$ cat src/bus_driver_pkg.sv
// Constants shared by the 18-lane latchable bus driver.
// Assumes a single 10 MHz system clock; the lane clock pin is sampled on it.
package bus_driver_pkg;
    localparam int   LANES        = 18;
    localparam int   OTHER_LANES  = 17;
    localparam logic CLK_PREV_RST = 1'b1;
    localparam real  MCLK_NS      = 100.0;
endpackage : bus_driver_pkg

$ cat src/bus_lane.sv
// One data lane: storage element plus output select.
// Assumes capture pulse is already qualified by the caller.
`timescale 1ns/100ps
`default_nettype none
module bus_lane (
    input  wire logic i_mclk,
    input  wire logic i_data,
    input  wire logic i_pass_through_n,
    input  wire logic i_capture,
    output logic      o_stored,
    output logic      o_data
);
    logic store_ff;

    // Storage has no reset
    always_ff @(posedge i_mclk) begin
        if (!i_pass_through_n || i_capture) begin
            store_ff <= i_data;
        end
    end

    assign o_stored = store_ff;
    // Transparent path bypasses the storage
    assign o_data   = i_pass_through_n ? store_ff : i_data;
endmodule : bus_lane
`default_nettype wire

$ cat src/latchable_bus_driver_18.sv
// Top of the 18-lane latchable one-direction bus driver.
// Assumes all inputs synchronous to I_MCLK; I_CLK is sampled, not a clock.
`timescale 1ns/100ps
`default_nettype none
module latchable_bus_driver_18 #(
    parameter int LANES = bus_driver_pkg::LANES
) (
    input  wire logic             I_MCLK,
    input  wire logic             I_RESET_N,
    input  wire logic [LANES-1:0] I_A,
    input  wire logic             I_DRIVE_OFF,
    input  wire logic             I_PASS_THROUGH_N,
    input  wire logic             I_CLK,
    output logic      [LANES-1:0] O_Y,
    output logic      [LANES-1:0] O_Y_OE
);
    logic             clk_prev_ff;
    logic             capture;
    logic [LANES-1:0] stored;
    logic [LANES-1:0] lane_data;

    initial begin
        if (LANES < 1) begin
            $error("LANES must be at least one");
        end
    end

    // Lane clock history; starts high so release never fakes an edge
    always_ff @(posedge I_MCLK) begin
        if (!I_RESET_N) begin
            clk_prev_ff <= bus_driver_pkg::CLK_PREV_RST;
        end else begin
            clk_prev_ff <= I_CLK;
        end
    end

    // Rising lane clock while latching
    assign capture = I_PASS_THROUGH_N && I_CLK && !clk_prev_ff;

    genvar g;
    generate
        for (g = 0; g < LANES; g++) begin : g_lane
            bus_lane u_lane (
                .i_mclk           (I_MCLK),
                .i_data           (I_A[g]),
                .i_pass_through_n (I_PASS_THROUGH_N),
                .i_capture        (capture),
                .o_stored         (stored[g]),
                .o_data           (lane_data[g])
            );
        end
    endgenerate

    // Off forces every lane to zero, otherwise passes the word
    function automatic logic [LANES-1:0] drive_value(
        input logic             off,
        input logic [LANES-1:0] data
    );
        drive_value = off ? '0 : data;
    endfunction : drive_value

    assign O_Y    = drive_value(I_DRIVE_OFF, lane_data);
    assign O_Y_OE = drive_value(I_DRIVE_OFF, {LANES{1'b1}});

    // Every lane obeys the shared controls on its own
    genvar c;
    generate
        for (c = 0; c < LANES; c++) begin : g_lane_chk

        end
    endgenerate
endmodule : latchable_bus_driver_18
`default_nettype wire

$ cat config.mk
export PLATFORM = sky130hd
export DESIGN_NAME = latchable_bus_driver_18
export DESIGN_NICKNAME = d
export VERILOG_FILES = /design/src/bus_driver_pkg.sv /design/src/bus_lane.sv /design/src/latchable_bus_driver_18.sv
export SDC_FILE = /design/constraint.sdc
export NUM_CORES = 1
export LEC_CHECK = 0
export BUFFER_PORTS_ARGS = -buffer_cell sky130_fd_sc_hd__buf_2
export CAP_MARGIN = 20
export CORE_MARGIN = 5
export CORE_UTILIZATION = 42
export DETAILED_ROUTE_END_ITERATION = 8
export GPL_TIMING_DRIVEN = 0
export PLACE_DENSITY = 0.81
export SYNTH_ARGS = -nofsm -noshare
export SYNTH_HDL_FRONTEND = slang
export SYNTH_SLANG_ARGS = --single-unit
$ cat constraint.sdc
create_clock -name I_MCLK -period 3.1 [get_ports I_MCLK]
set_input_delay 0.775 -clock I_MCLK [delete_from_list [all_inputs] [get_ports I_MCLK]]
set_output_delay 0.775 -clock I_MCLK [all_outputs]
set_load 0.05 [all_outputs]
# Word level (Yosys, flattened, before mapping)
# Cells that the tools add are included.
[classes] n_mux=20 n_reduce_logical=5
[ops] op="2-to-1 mux 18 bit" n=2
[ops] op="2-to-1 mux 1 bit" n=18
[ops] op="logical AND 1 bit" n=2
[ops] op="zero test 1 bit" n=2
[ops] op="logical OR 1 bit" n=1
[totals] ff_bits=19 input_bits=23 out_inout_bits=36

# Depth between registers and ports, before layout
# Gate-level depths: netlist of the first run.
[logic_depth] depth_word=3 depth_mapped=4 depth_no_buf=2

# Hierarchy
# A second synthesis of the first run with hierarchy kept.
[unflattened] cells_unflattened=94 area_unflattened_um2=1219.9
[modules_own_cells] module="bus_lane" n_inst=18 cells_each=3 area_each_um2=51.3
[modules_own_cells] module="latchable_bus_driver_18" n_inst=1 cells_each=40 area_each_um2=296.5

# Least setup slack after synthesis of the first run
# No wires, ideal clock.
[synth_path] path_kind="input -> output" start="in I_DRIVE_OFF" end="out O_Y_OE[10]" t_arrival_ns=1.972 required_ns=2.325 path_slack_ns=0.353 cell_stages=4 path_cell_list="buf_2 -> buf_2 -> inv_1 -> buf_4"
[synth_via] elab_chain_cells=1
[synth_rtl] item="start, declared" line="latchable_bus_driver_18.sv:11" source="input wire logic I_DRIVE_OFF,"
[synth_rtl] item="2-to-1 mux 18 bit" line="latchable_bus_driver_18.sv:59" source="drive_value = off ? '0 : data;"
[synth_rtl] item="end, declared" line="latchable_bus_driver_18.sv:15" source="output logic [LANES-1:0] O_Y_OE"
# Every way passes these cells.

# Worst setup path in the final report of the first run
[layout_path] start="in I_DRIVE_OFF" end="out O_Y_OE[14]"
# Same word-level chain as after synthesis.

==> results of run 1 <==
[area by class of cell]
class                      count  area [um^2]  area share
sequential                    19          561       0.419
timing repair buffer          56          280       0.209
multi-input combinational     38          260       0.194
buffer                        21          169       0.126
tap                           28         35.0      0.0262
clock buffer                   4         26.3      0.0196
inverter                       2         7.51     0.00561
[stage by stage]
stage	hold WS (ns)	setup slack (ns)
after global placement	0.942	-0.00495
final	0.636	0.390
after detailed placement	0.821	0.374
after CTS	0.620	0.373
after floorplan	0.844	0.353
after global routing	0.623	0.258
[critical path, stage by stage]
cell and delay (ns):
buf_2 0.16, buf_2 0.20, inv_1 0.36, buf_4 0.18, buf_2 0.25
[report_power, final]
group	switching, mW	total, mW	internal (mW)
Sequential	0.00434	0.304	0.299
Clock	0.0683	0.118	0.0500
Combinational	0.147	0.207	0.0603
Total	0.219	0.629	0.410
[cell usage in the layout (no fill, tap or decap)]
cell      count
buf_4        17
clkbuf_1      1
clkbuf_4      3
mux2i_1      18
buf_2        58
dfxtp_1       1
buf_6         1
inv_1         2
edfxtp_1     18
nor2_1       18
buf_12        1
nand2_1       1
o21ai_2       1
[metal layers]
metal / track usage / routed length [um] / vias to the layer above
li1: - / - / 379
met1: 0.126 / 779 / 353
met2: 0.219 / 976 / 39
met3: 0.0307 / 258 / 2
met4: 0.0388 / 12 / 0
met5: 0 / 0 / -
[kinds of logic after synthesis]
| logic type | count (synthesis) | share of synthesized area |
|---|---|---|
| muxes | 18 | 0.181 |
| DFF | 19 | 0.564 |
| buffers and inverters | 23 | 0.178 |
| AOI/OAI and AO/OA | 1 | 0.00503 |
| and+or+nand+nor | 19 | 0.0718 |
[state kept, by name, summed over array words and instances, names as in the netlist]
register / cells
g_lane.u_lane.o_stored: 18
clk_prev_ff: 1
[final timing paths]
| kind | from | end | slack (ns) | cells after the start |
|---|---|---|---|---|
| worst max register to register | clk_prev_ff$_SDFF_PN1_ | g_lane[17].u_lane.o_stored$_DFFE_PP_ | 1.74 | 1 |
| worst min register to register | clk_prev_ff$_SDFF_PN1_ | g_lane[16].u_lane.o_stored$_DFFE_PP_ | 0.84 | 1 |
| worst max-delay path | I_DRIVE_OFF | O_Y_OE[14] | 0.39 | 5 |
| worst min-delay path | I_RESET_N | clk_prev_ff$_SDFF_PN1_ | 0.64 | 2 |
==> impl_metrics.prom, run 1 <==
# TYPE chip_impl_metric gauge
chip_impl_info{name="worst-setup-path-type",value="input pin to primary output"} 1
chip_impl_info{name="synth_area_leaders",value="edfxtp_1 54%, mux2i_1 18%, buf_4 13%"} 1
chip_impl_metric{name="yosys.cell_types.count",unit=""} 11
chip_impl_metric{name="hold_buffers",unit=""} 0
chip_impl_metric{name="start_util",unit=""} 0.445
chip_impl_metric{name="io_pins",unit=""} 59
chip_impl_metric{name="cts_num_sinks",unit=""} 19
chip_impl_metric{name="ant_nets",unit=""} 0
chip_impl_metric{name="synth_sequential_area_ratio",unit=""} 0.564
chip_impl_metric{name="synth_top_area_share",unit=""} 0.544
chip_impl_metric{name="dpl.hpwl",unit="um"} 1610
chip_impl_metric{name="final_layout_size_suffix_gt1_frac",unit=""} 0.579
chip_impl_metric{name="num_vias",unit=""} 773
chip_impl_info{name="clk_root_buffer_cell",value="clkbuf_4"} 1
chip_impl_metric{name="num-fill-cells",unit=""} 195
chip_impl_metric{name="timing.final.max_slew_violations",unit=""} 0
chip_impl_metric{name="cts_setup_buffers",unit=""} 0
chip_impl_metric{name="grt_antenna_before_repair",unit=""} 0
chip_impl_metric{name="ys_ff_latch",unit=""} 19
chip_impl_metric{name="ir_drop",unit="V"} 0.000289
chip_impl_metric{name="maximum_buffer_depth_of_the_clock_tree",unit=""} 2
chip_impl_metric{name="route.detailed.vias_per_inst",unit=""} 4.60
chip_impl_metric{name="slew-limit-headroom",unit=""} 0.414
chip_impl_metric{name="area_delta_synth_final",unit="%"} 34.8
chip_impl_metric{name="fin_tns_setup",unit="ns"} 0
chip_impl_metric{name="final_hold_viol_count",unit=""} 0
chip_impl_metric{name="drv_cap",unit=""} 0
chip_impl_info{name="grt_setup_unrepaired",value="no"} 1
chip_impl_info{name="cts_tree",value="yes"} 1
chip_impl_metric{name="finalInstanceArea",unit="mm^2"} 0.00134
chip_impl_info{name="timing.critical_path.from_type",value="input pin"} 1
chip_impl_metric{name="power.static_leakage",unit="nW"} 0.698
chip_impl_metric{name="synth_cells",unit=""} 80
chip_impl_info{name="timing.hold.worst.class",value="input pin to flop"} 1
chip_impl_metric{name="route.detailed.drc",unit=""} 0
chip_impl_metric{name="final_cells",unit=""} 168
chip_impl_metric{name="slew_at_the_pin_closest_to_its_max_slew_limit",unit="ns"} 0.879
chip_impl_metric{name="grtUsageTotal",unit=""} 0.117
chip_impl_metric{name="detail_route.iter0.violations",unit=""} 23
chip_impl_metric{name="synth.net_count",unit=""} 103
chip_impl_metric{name="design.final.nets",unit=""} 164
chip_impl_metric{name="post_dp_cell_area",unit="mm^2"} 0.00131
chip_impl_metric{name="postSynthAreaPerCell",unit="um^2"} 12.4
chip_impl_metric{name="vias_in_the_first_global_route",unit=""} 772
chip_impl_metric{name="final_util",unit=""} 0.599
chip_impl_info{name="crit_path_end_kind",value="primary output"} 1
chip_impl_metric{name="synth_area",unit="um^2"} 993
chip_impl_metric{name="floorplan.die.width",unit="um"} 58.6
chip_impl_metric{name="htree_num_levels",unit=""} 1
chip_impl_metric{name="postRouteWirelength",unit="um"} 2030
chip_impl_metric{name="required",unit="ns"} 2.32
chip_impl_metric{name="routed_wire_length_per_instance",unit="um"} 12.1
chip_impl_info{name="ys.flop_type",value="edfxtp_1"} 1
chip_impl_metric{name="max_freq",unit="GHz"} 0.369
chip_impl_metric{name="post_cts_resized",unit=""} 0
chip_impl_metric{name="synth-async-reset-ratio",unit=""} 0
chip_impl_metric{name="count_of_flip_flops_with_a_built_in_enable_after_synthesis",unit=""} 18
chip_impl_info{name="synth.cells.most_frequent",value="18 x edfxtp_1, 18 x mux2i_1, 18 x nor2_1"} 1
chip_impl_metric{name="timing.final.crit_period",unit="ns"} 2.71
chip_impl_metric{name="worst_ep_arrival_time",unit="ns"} 1.94
chip_impl_metric{name="finalPower",unit="mW"} 0.629
chip_impl_metric{name="clk_latency",unit="ns"} 0.28
chip_impl_metric{name="chipHeight",unit="um"} 58.6
chip_impl_metric{name="critical_path_peak_fanout",unit=""} 18
chip_impl_metric{name="clock_skew",unit="ns"} 0.00255
chip_impl_metric{name="detailed_routing_iterations_pass_1",unit=""} 4
chip_impl_metric{name="placement.io_buffers",unit=""} 56
chip_impl_info{name="status",value="complete, no violations"} 1
chip_impl_metric{name="synth-warning-count",unit=""} 0
chip_impl_metric{name="core.rowCount",unit=""} 17
chip_impl_metric{name="gpl.final_weighted_congestion",unit=""} 0.679
chip_impl_metric{name="die_area",unit="mm^2"} 0.00344
chip_impl_metric{name="remaining_overflow_grt",unit=""} 0
chip_impl_metric{name="grt_pass1_wl",unit="um"} 3130
chip_impl_metric{name="number_of_setup_violations_in_the_final_report",unit=""} 0
chip_impl_info{name="synthDominantAreaCellType",value="edfxtp_1"} 1
chip_impl_metric{name="placeable_core_region",unit="mm^2"} 0.00223
chip_impl_metric{name="clkTransAtPathRegs",unit="ns"} 0.10
chip_impl_metric{name="tritoncts_buffer_count",unit=""} 3
chip_impl_metric{name="antennaDiodeCount",unit=""} 0
chip_impl_metric{name="cell_pwr_density",unit="mW/mm^2"} 470
chip_impl_metric{name="grt_start_max_net_pins",unit=""} 19
chip_impl_metric{name="post-place-cells",unit=""} 164
chip_impl_metric{name="fraction_of_the_cycle_the_final_worst_path_needs",unit=""} 0.874
No activity file was read; power rests on OpenSTA's default activity.
==> run 2, diff against run 1 <==
--- a/config.mk
+++ b/config.mk
@@ -12,6 +12,7 @@
 export DETAILED_ROUTE_END_ITERATION = 8
 export GPL_TIMING_DRIVEN = 0
 export PLACE_DENSITY = 0.81
+export REMOVE_ABC_BUFFERS = 1
 export SYNTH_ARGS = -nofsm -noshare
 export SYNTH_HDL_FRONTEND = slang
 export SYNTH_SLANG_ARGS = --single-unit
==> run 2 against run 1 <==
  * Clock-buffer cell count stayed put
  * Final area shrank 12%
  * Die area is the same
==> impl_metrics.prom, run 2 (same netlist as run 1, synthesis figures left out) <==
# TYPE chip_impl_metric gauge
chip_impl_info{name="status",value="complete, no violations"} 1
chip_impl_info{name="cts_tree",value="yes"} 1
chip_impl_metric{name="clk_latency",unit="ns"} 0.28
chip_impl_metric{name="gpl.final_weighted_congestion",unit=""} 0.692
chip_impl_metric{name="worst_ep_arrival_time",unit="ns"} 1.77
chip_impl_metric{name="timing.final.max_slew_violations",unit=""} 0
chip_impl_info{name="maxUsedRoutingLayer",value="met4"} 1
chip_impl_metric{name="largest_register_ffs",unit=""} 18
chip_impl_info{name="critical_path.reg2reg.startpoint",value="clk_prev_ff$_SDFF_PN1_"} 1
chip_impl_metric{name="wirelength_met1",unit="um"} 838
chip_impl_info{name="timing.hold.worst.class",value="input pin to flop"} 1
chip_impl_metric{name="postRouteWirelength",unit="um"} 1990
chip_impl_metric{name="detailed_routing_iterations_pass_1",unit=""} 3
chip_impl_metric{name="required",unit="ns"} 2.32
chip_impl_metric{name="detail_route.iter0.violations",unit=""} 10
chip_impl_metric{name="design.final.nets",unit=""} 145
chip_impl_info{name="timing.critical_path.from_type",value="input pin"} 1
chip_impl_metric{name="ant_nets",unit=""} 0
chip_impl_info{name="grt_setup_unrepaired",value="no"} 1
chip_impl_metric{name="power.static_leakage",unit="nW"} 0.601
chip_impl_metric{name="ir_drop",unit="V"} 0.000308
chip_impl_metric{name="drv_cap",unit=""} 0
chip_impl_metric{name="timing.final.crit_period",unit="ns"} 2.55
chip_impl_metric{name="routed_wire_length_per_instance",unit="um"} 13.4
chip_impl_metric{name="io_pins",unit=""} 59
chip_impl_metric{name="post_dp_cell_area",unit="mm^2"} 0.00115
chip_impl_metric{name="area_delta_synth_final",unit="%"} 18.8
chip_impl_metric{name="grt_pass1_wl",unit="um"} 3110
chip_impl_metric{name="hold_depth",unit=""} 2
chip_impl_info{name="most_frequent_standard_cell_in_the_layout_excluding_fill_and_tap_cells",value="buf_2"} 1
chip_impl_info{name="timing.hold.worst_endpoint",value="clk_prev_ff$_SDFF_PN1_"} 1
chip_impl_metric{name="reg2reg_depth",unit=""} 1
chip_impl_metric{name="vias_in_the_first_global_route",unit=""} 738
chip_impl_metric{name="chipHeight",unit="um"} 58.6
chip_impl_metric{name="finalPower",unit="mW"} 0.610
chip_impl_metric{name="route.detailed.vias_per_inst",unit=""} 4.64
chip_impl_metric{name="hold_buffers",unit=""} 0
chip_impl_info{name="crit_path_end_kind",value="primary output"} 1
chip_impl_metric{name="slew_at_the_pin_closest_to_its_max_slew_limit",unit="ns"} 0.897
chip_impl_metric{name="clkTransAtPathRegs",unit="ns"} 0.10
chip_impl_metric{name="htree_num_levels",unit=""} 1
chip_impl_info{name="layout.cells.most_common_list",value="58 x buf_2, 18 x mux2i_1, 18 x nor2_1, 18 x edfxtp_1, 3 x clkbuf_4"} 1
chip_impl_metric{name="max_freq",unit="GHz"} 0.392
chip_impl_info{name="clk_root_buffer_cell",value="clkbuf_4"} 1
chip_impl_metric{name="floorplan.die.width",unit="um"} 58.6
chip_impl_metric{name="final_layout_size_suffix_gt1_frac",unit=""} 0.512
chip_impl_metric{name="remaining_overflow_grt",unit=""} 0
chip_impl_metric{name="die_area",unit="mm^2"} 0.00344
chip_impl_metric{name="slew-limit-headroom",unit=""} 0.402
chip_impl_info{name="hold_start",value="I_RESET_N"} 1
chip_impl_metric{name="num_vias",unit=""} 692
chip_impl_metric{name="critical_path_peak_fanout",unit=""} 19
chip_impl_metric{name="reg2reg_slack",unit="ns"} 1.72
chip_impl_metric{name="cell_pwr_density",unit="mW/mm^2"} 517
chip_impl_info{name="worstReg2RegEnd",value="g_lane[2].u_lane.o_stored$_DFFE_PP_"} 1
chip_impl_metric{name="maximum_buffer_depth_of_the_clock_tree",unit=""} 2
chip_impl_metric{name="finalInstanceArea",unit="mm^2"} 0.00118
chip_impl_metric{name="fraction_of_the_cycle_the_final_worst_path_needs",unit=""} 0.822
chip_impl_metric{name="cts_setup_buffers",unit=""} 0
chip_impl_metric{name="placeable_core_region",unit="mm^2"} 0.00223
chip_impl_metric{name="core.rowCount",unit=""} 17
chip_impl_info{name="worst-setup-path-type",value="input pin to primary output"} 1
chip_impl_metric{name="clock_skew",unit="ns"} 0.00217
chip_impl_metric{name="tritoncts_buffer_count",unit=""} 3
chip_impl_metric{name="grtUsageTotal",unit=""} 0.117
chip_impl_metric{name="routed-wl-met3",unit="um"} 202
chip_impl_metric{name="start_util",unit=""} 0.445
chip_impl_metric{name="number_of_setup_violations_in_the_final_report",unit=""} 0
chip_impl_metric{name="placement.io_buffers",unit=""} 58
chip_impl_metric{name="cts_num_sinks",unit=""} 19
chip_impl_metric{name="grt_antenna_before_repair",unit=""} 0
chip_impl_metric{name="route.met2.wl",unit="um"} 939
chip_impl_metric{name="final_hold_viol_count",unit=""} 0
chip_impl_metric{name="route.detailed.drc",unit=""} 0
chip_impl_metric{name="post_cts_resized",unit=""} 0
chip_impl_metric{name="antennaDiodeCount",unit=""} 0
chip_impl_metric{name="grt_start_max_net_pins",unit=""} 20
[run 2: where the power goes]
group	switching, mW	internal [mW]	leakage, nW
clock	0.0696	0.0499	0.0150
sequential	0.00426	0.299	0.186
combinational	0.143	0.0433	0.400
[run 2: per-stage QoR]
step	TNS [ns]	util	worst slack, ns	std cells	hold WS, ns
after global placement	-0.386	0.515	-0.0217	145	0.940
after global routing	0	0.528	0.465	149	0.626
after detailed placement	0	0.517	0.530	145	0.845
after CTS	0	0.528	0.529	149	0.632
after floorplan	-63.64	-	-3.54	59	0.844
final	0	0.528	0.551	149	0.638
[run 2: cell type report]
class,count,area [um^2]
fill,198,1050
tap,28,35.0
inverter,2,7.51
sequential,19,561
clock buffer,4,26.3
timing repair buffer,58,290
multi-input combinational,38,260
[run 2: per-layer routing]
layer | vias to the layer above | global-route usage
li1 | 342 | -
met1 | 305 | 0.133
met2 | 43 | 0.212
met3 | 2 | 0.0307
met4 | 0 | 0.0388
met5 | - | 0
[run 2: worst max path at each step]
stage	startpoint	endpoint	slack, ns	cells after the start
after floorplan	I_DRIVE_OFF	O_Y_OE[0]	-3.54	1
after global placement	I_CLK	g_lane[11].u_lane.o_stored$_DFFE_PP_	-0.02	3
after detailed placement	I_PASS_THROUGH_N	O_Y[11]	0.53	4
after CTS	I_PASS_THROUGH_N	O_Y[11]	0.53	4
after global routing	I_PASS_THROUGH_N	O_Y[17]	0.46	4
final	I_PASS_THROUGH_N	O_Y[11]	0.55	4
[run 2: critical path: stages]
cell and delay (ns):
buf_2 0.44, mux2i_1 0.15, nor2_1 0.12, buf_2 0.27
==> run 3, diff against run 2 <==
--- a/config.mk
+++ b/config.mk
@@ -8,10 +8,10 @@
 export BUFFER_PORTS_ARGS = -buffer_cell sky130_fd_sc_hd__buf_2
 export CAP_MARGIN = 20
 export CORE_MARGIN = 5
-export CORE_UTILIZATION = 42
+export CORE_UTILIZATION = 38
 export DETAILED_ROUTE_END_ITERATION = 8
 export GPL_TIMING_DRIVEN = 0
-export PLACE_DENSITY = 0.81
+export PLACE_DENSITY = 0.77
 export REMOVE_ABC_BUFFERS = 1
 export SYNTH_ARGS = -nofsm -noshare
 export SYNTH_HDL_FRONTEND = slang
==> constraint.sdc (replaced) <==
create_clock -name I_MCLK -period 2.2 [get_ports I_MCLK]
set_input_delay 0.55 -clock I_MCLK [delete_from_list [all_inputs] [get_ports I_MCLK]]
set_output_delay 0.55 -clock I_MCLK [all_outputs]
set_load 0.05 [all_outputs]
==> run 3 against run 2 <==
  * Sequential share of layout area fell by 0.10 points
  * Core utilization fell by 5.5 points
  * Global-route usage fell by 1.2 points
  * Flip-flop and latch count did not move
  * Clock-buffer cell count did not move
  * Largest cell class unchanged
  * Register-to-register slack got worse by 0.90 ns
  * Clock skew fell by 0.0014 ns
  * Final area rose by 0.21%
  * Critical endpoint is now O_Y[17]
  * Non-clock buffer count did not move
  * First-iteration DRC count did not move
==> impl_metrics.prom, run 3 (same netlist as run 1, synthesis figures left out) <==
# TYPE chip_impl_metric gauge
chip_impl_metric{name="vias_in_the_first_global_route",unit=""} 705
chip_impl_metric{name="power_switching",unit="mW"} 0.306
chip_impl_info{name="cts_tree",value="yes"} 1
chip_impl_metric{name="reg2reg_slack",unit="ns"} 0.82
chip_impl_metric{name="drv_cap",unit=""} 0
chip_impl_metric{name="clk_latency",unit="ns"} 0.28
chip_impl_metric{name="clock_skew",unit="ns"} 0.000824
chip_impl_info{name="timing.hold.worst_endpoint",value="clk_prev_ff$_SDFF_PN1_"} 1
chip_impl_metric{name="finalPower",unit="mW"} 0.859
chip_impl_info{name="critical_path.reg2reg.startpoint",value="clk_prev_ff$_SDFF_PN1_"} 1
chip_impl_metric{name="timing.final.max_slew_violations",unit=""} 0
chip_impl_metric{name="slew-limit-headroom",unit=""} 0.391
chip_impl_metric{name="detail_route.iter0.violations",unit=""} 10
chip_impl_info{name="hold_start",value="I_RESET_N"} 1
chip_impl_metric{name="area_delta_synth_final",unit="%"} 19.0
chip_impl_metric{name="placement.io_buffers",unit=""} 58
chip_impl_metric{name="hold_buffers",unit=""} 0
chip_impl_info{name="layout.cells.most_common_list",value="58 x buf_2, 18 x mux2i_1, 18 x nor2_1, 18 x edfxtp_1, 3 x clkbuf_4"} 1
chip_impl_metric{name="fraction_of_the_cycle_the_final_worst_path_needs",unit=""} 0.950
chip_impl_metric{name="io_pins",unit=""} 59
chip_impl_metric{name="placeable_core_region",unit="mm^2"} 0.00250
chip_impl_info{name="status",value="complete, no violations"} 1
chip_impl_metric{name="max_freq",unit="GHz"} 0.478
chip_impl_metric{name="final_layout_size_suffix_gt1_frac",unit=""} 0.512
chip_impl_metric{name="route.detailed.drc",unit=""} 0
chip_impl_metric{name="comb_power_share",unit=""} 0.304
chip_impl_metric{name="clkTransAtPathRegs",unit="ns"} 0.10
chip_impl_metric{name="ant_nets",unit=""} 0
chip_impl_info{name="worst-setup-path-type",value="input pin to primary output"} 1
chip_impl_metric{name="die_area",unit="mm^2"} 0.00374
chip_impl_metric{name="critical_path_peak_fanout",unit=""} 19
chip_impl_info{name="most_frequent_standard_cell_in_the_layout_excluding_fill_and_tap_cells",value="buf_2"} 1
chip_impl_info{name="clk_root_buffer_cell",value="clkbuf_4"} 1
chip_impl_metric{name="holdWs",unit="ns"} 0.412
chip_impl_metric{name="grt_pass1_wl",unit="um"} 2950
chip_impl_metric{name="floorplan.die.width",unit="um"} 61.1
chip_impl_metric{name="htree_num_levels",unit=""} 1
chip_impl_metric{name="design.final.nets",unit=""} 145
chip_impl_info{name="timing.critical_path.from_type",value="input pin"} 1
chip_impl_metric{name="cts_setup_buffers",unit=""} 0
chip_impl_metric{name="num_vias",unit=""} 692
chip_impl_info{name="worstReg2RegEnd",value="g_lane[0].u_lane.o_stored$_DFFE_PP_"} 1
chip_impl_metric{name="grtUsageTotal",unit=""} 0.106
chip_impl_metric{name="grt_start_max_net_pins",unit=""} 20
chip_impl_metric{name="required",unit="ns"} 1.65
chip_impl_metric{name="route.detailed.vias_per_inst",unit=""} 4.58
chip_impl_metric{name="dpl.hpwl",unit="um"} 1490
chip_impl_metric{name="largest_register_ffs",unit=""} 18
chip_impl_metric{name="swShare",unit=""} 0.356
chip_impl_metric{name="antennaDiodeCount",unit=""} 0
chip_impl_metric{name="cell_internal_pwr",unit="mW"} 0.553
chip_impl_metric{name="grt_antenna_before_repair",unit=""} 0
chip_impl_metric{name="routed_wire_length_per_instance",unit="um"} 12.6
chip_impl_metric{name="maximum_buffer_depth_of_the_clock_tree",unit=""} 2
chip_impl_info{name="grt_setup_unrepaired",value="no"} 1
chip_impl_metric{name="gpl.final_weighted_congestion",unit=""} 0.695
chip_impl_metric{name="reg2reg_depth",unit=""} 1
chip_impl_metric{name="finalInstanceArea",unit="mm^2"} 0.00118
chip_impl_info{name="timing.hold.worst.class",value="input pin to flop"} 1
chip_impl_metric{name="sequentialPowerShare",unit=""} 0.498
chip_impl_metric{name="final_hold_viol_count",unit=""} 0
chip_impl_metric{name="cell_pwr_density",unit="mW/mm^2"} 727
chip_impl_metric{name="number_of_setup_violations_in_the_final_report",unit=""} 0
chip_impl_metric{name="slew_at_the_pin_closest_to_its_max_slew_limit",unit="ns"} 0.914
chip_impl_metric{name="detailed_routing_iterations_pass_1",unit=""} 4
chip_impl_metric{name="tritoncts_buffer_count",unit=""} 3
chip_impl_metric{name="power.static_leakage",unit="nW"} 0.601
chip_impl_metric{name="post_cts_resized",unit=""} 0
chip_impl_metric{name="timing.final.crit_period",unit="ns"} 2.09
chip_impl_metric{name="remaining_overflow_grt",unit=""} 0
chip_impl_metric{name="worst_ep_arrival_time",unit="ns"} 1.54
chip_impl_metric{name="start_util",unit=""} 0.397
chip_impl_metric{name="post_dp_cell_area",unit="mm^2"} 0.00116
chip_impl_metric{name="power_frac_clock",unit=""} 0.198
chip_impl_metric{name="hold_depth",unit=""} 2
chip_impl_metric{name="cts_num_sinks",unit=""} 19
chip_impl_metric{name="ir_drop",unit="V"} 0.000392
chip_impl_metric{name="core.rowCount",unit=""} 18
chip_impl_metric{name="chipHeight",unit="um"} 61.1
chip_impl_info{name="crit_path_end_kind",value="primary output"} 1
chip_impl_metric{name="postRouteWirelength",unit="um"} 1900
[run 3: cell counts in the layout (fill, tap and decap cells not counted)]
No cell type changed its count.
[run 3: how the worst max path moves through the flow]
| stage | endpoint | from | cells after the start | slack, ns |
|---|---|---|---|---|
| floorplan | O_Y_OE[0] | I_DRIVE_OFF | 1 | -3.99 |
| global placement | g_lane[5].u_lane.o_stored$_DFFE_PP_ | I_CLK | 3 | -0.69 |
| detailed placement | O_Y[17] | I_PASS_THROUGH_N | 4 | 0.09 |
| CTS | O_Y[17] | I_PASS_THROUGH_N | 4 | 0.08 |
| global route | O_Y[17] | I_PASS_THROUGH_N | 4 | 0.01 |
| finish | O_Y[17] | I_PASS_THROUGH_N | 4 | 0.11 |
[run 3: routing by layer]
metal	wire [um]	up-vias	track usage
met5	0	-	0
met3	237	2	0.0419
met2	847	44	0.172
met1	799	305	0.127
li1	-	341	-
met4	14	0	0.0372
[run 3: per-stage QoR]
step	setup slack [ns]	utilization	instances	setup TNS, ns
2_1_floorplan	-3.99	-	59	-74.04
4_1_cts	0.0823	0.473	151	0
5_1_grt	0.0103	0.473	151	0
3_5_place_dp	0.0860	0.462	147	0
6_report	0.109	0.473	151	0
3_3_place_gp	-0.686	0.461	147	-12.34
[run 3: area by class of cell]
cell class              instances  area (um^2)
clock buffers                   4         26.3
fillers                       229         1320
inverters                       2         7.51
multi-input cells              38          260
flip-flops and latches         19          561
well taps                      30         37.5
repair buffers                 58          290
[run 3: worst max-delay path, stage by stage]
cell     delay (ns)
buf_2          0.44
mux2i_1        0.27
nor2_1         0.06
buf_2          0.22
[run 3: power groups by stage]
stage	Combinational [mW]	Sequential (mW)	Clock, mW
5_1_grt	0.276	0.431	0.198
3_5_place_dp	0.264	0.437	0
4_1_cts	0.265	0.428	0.177
2_1_floorplan	0.185	0.435	0
3_3_place_gp	0.260	0.436	0
6_report	0.261	0.428	0.170
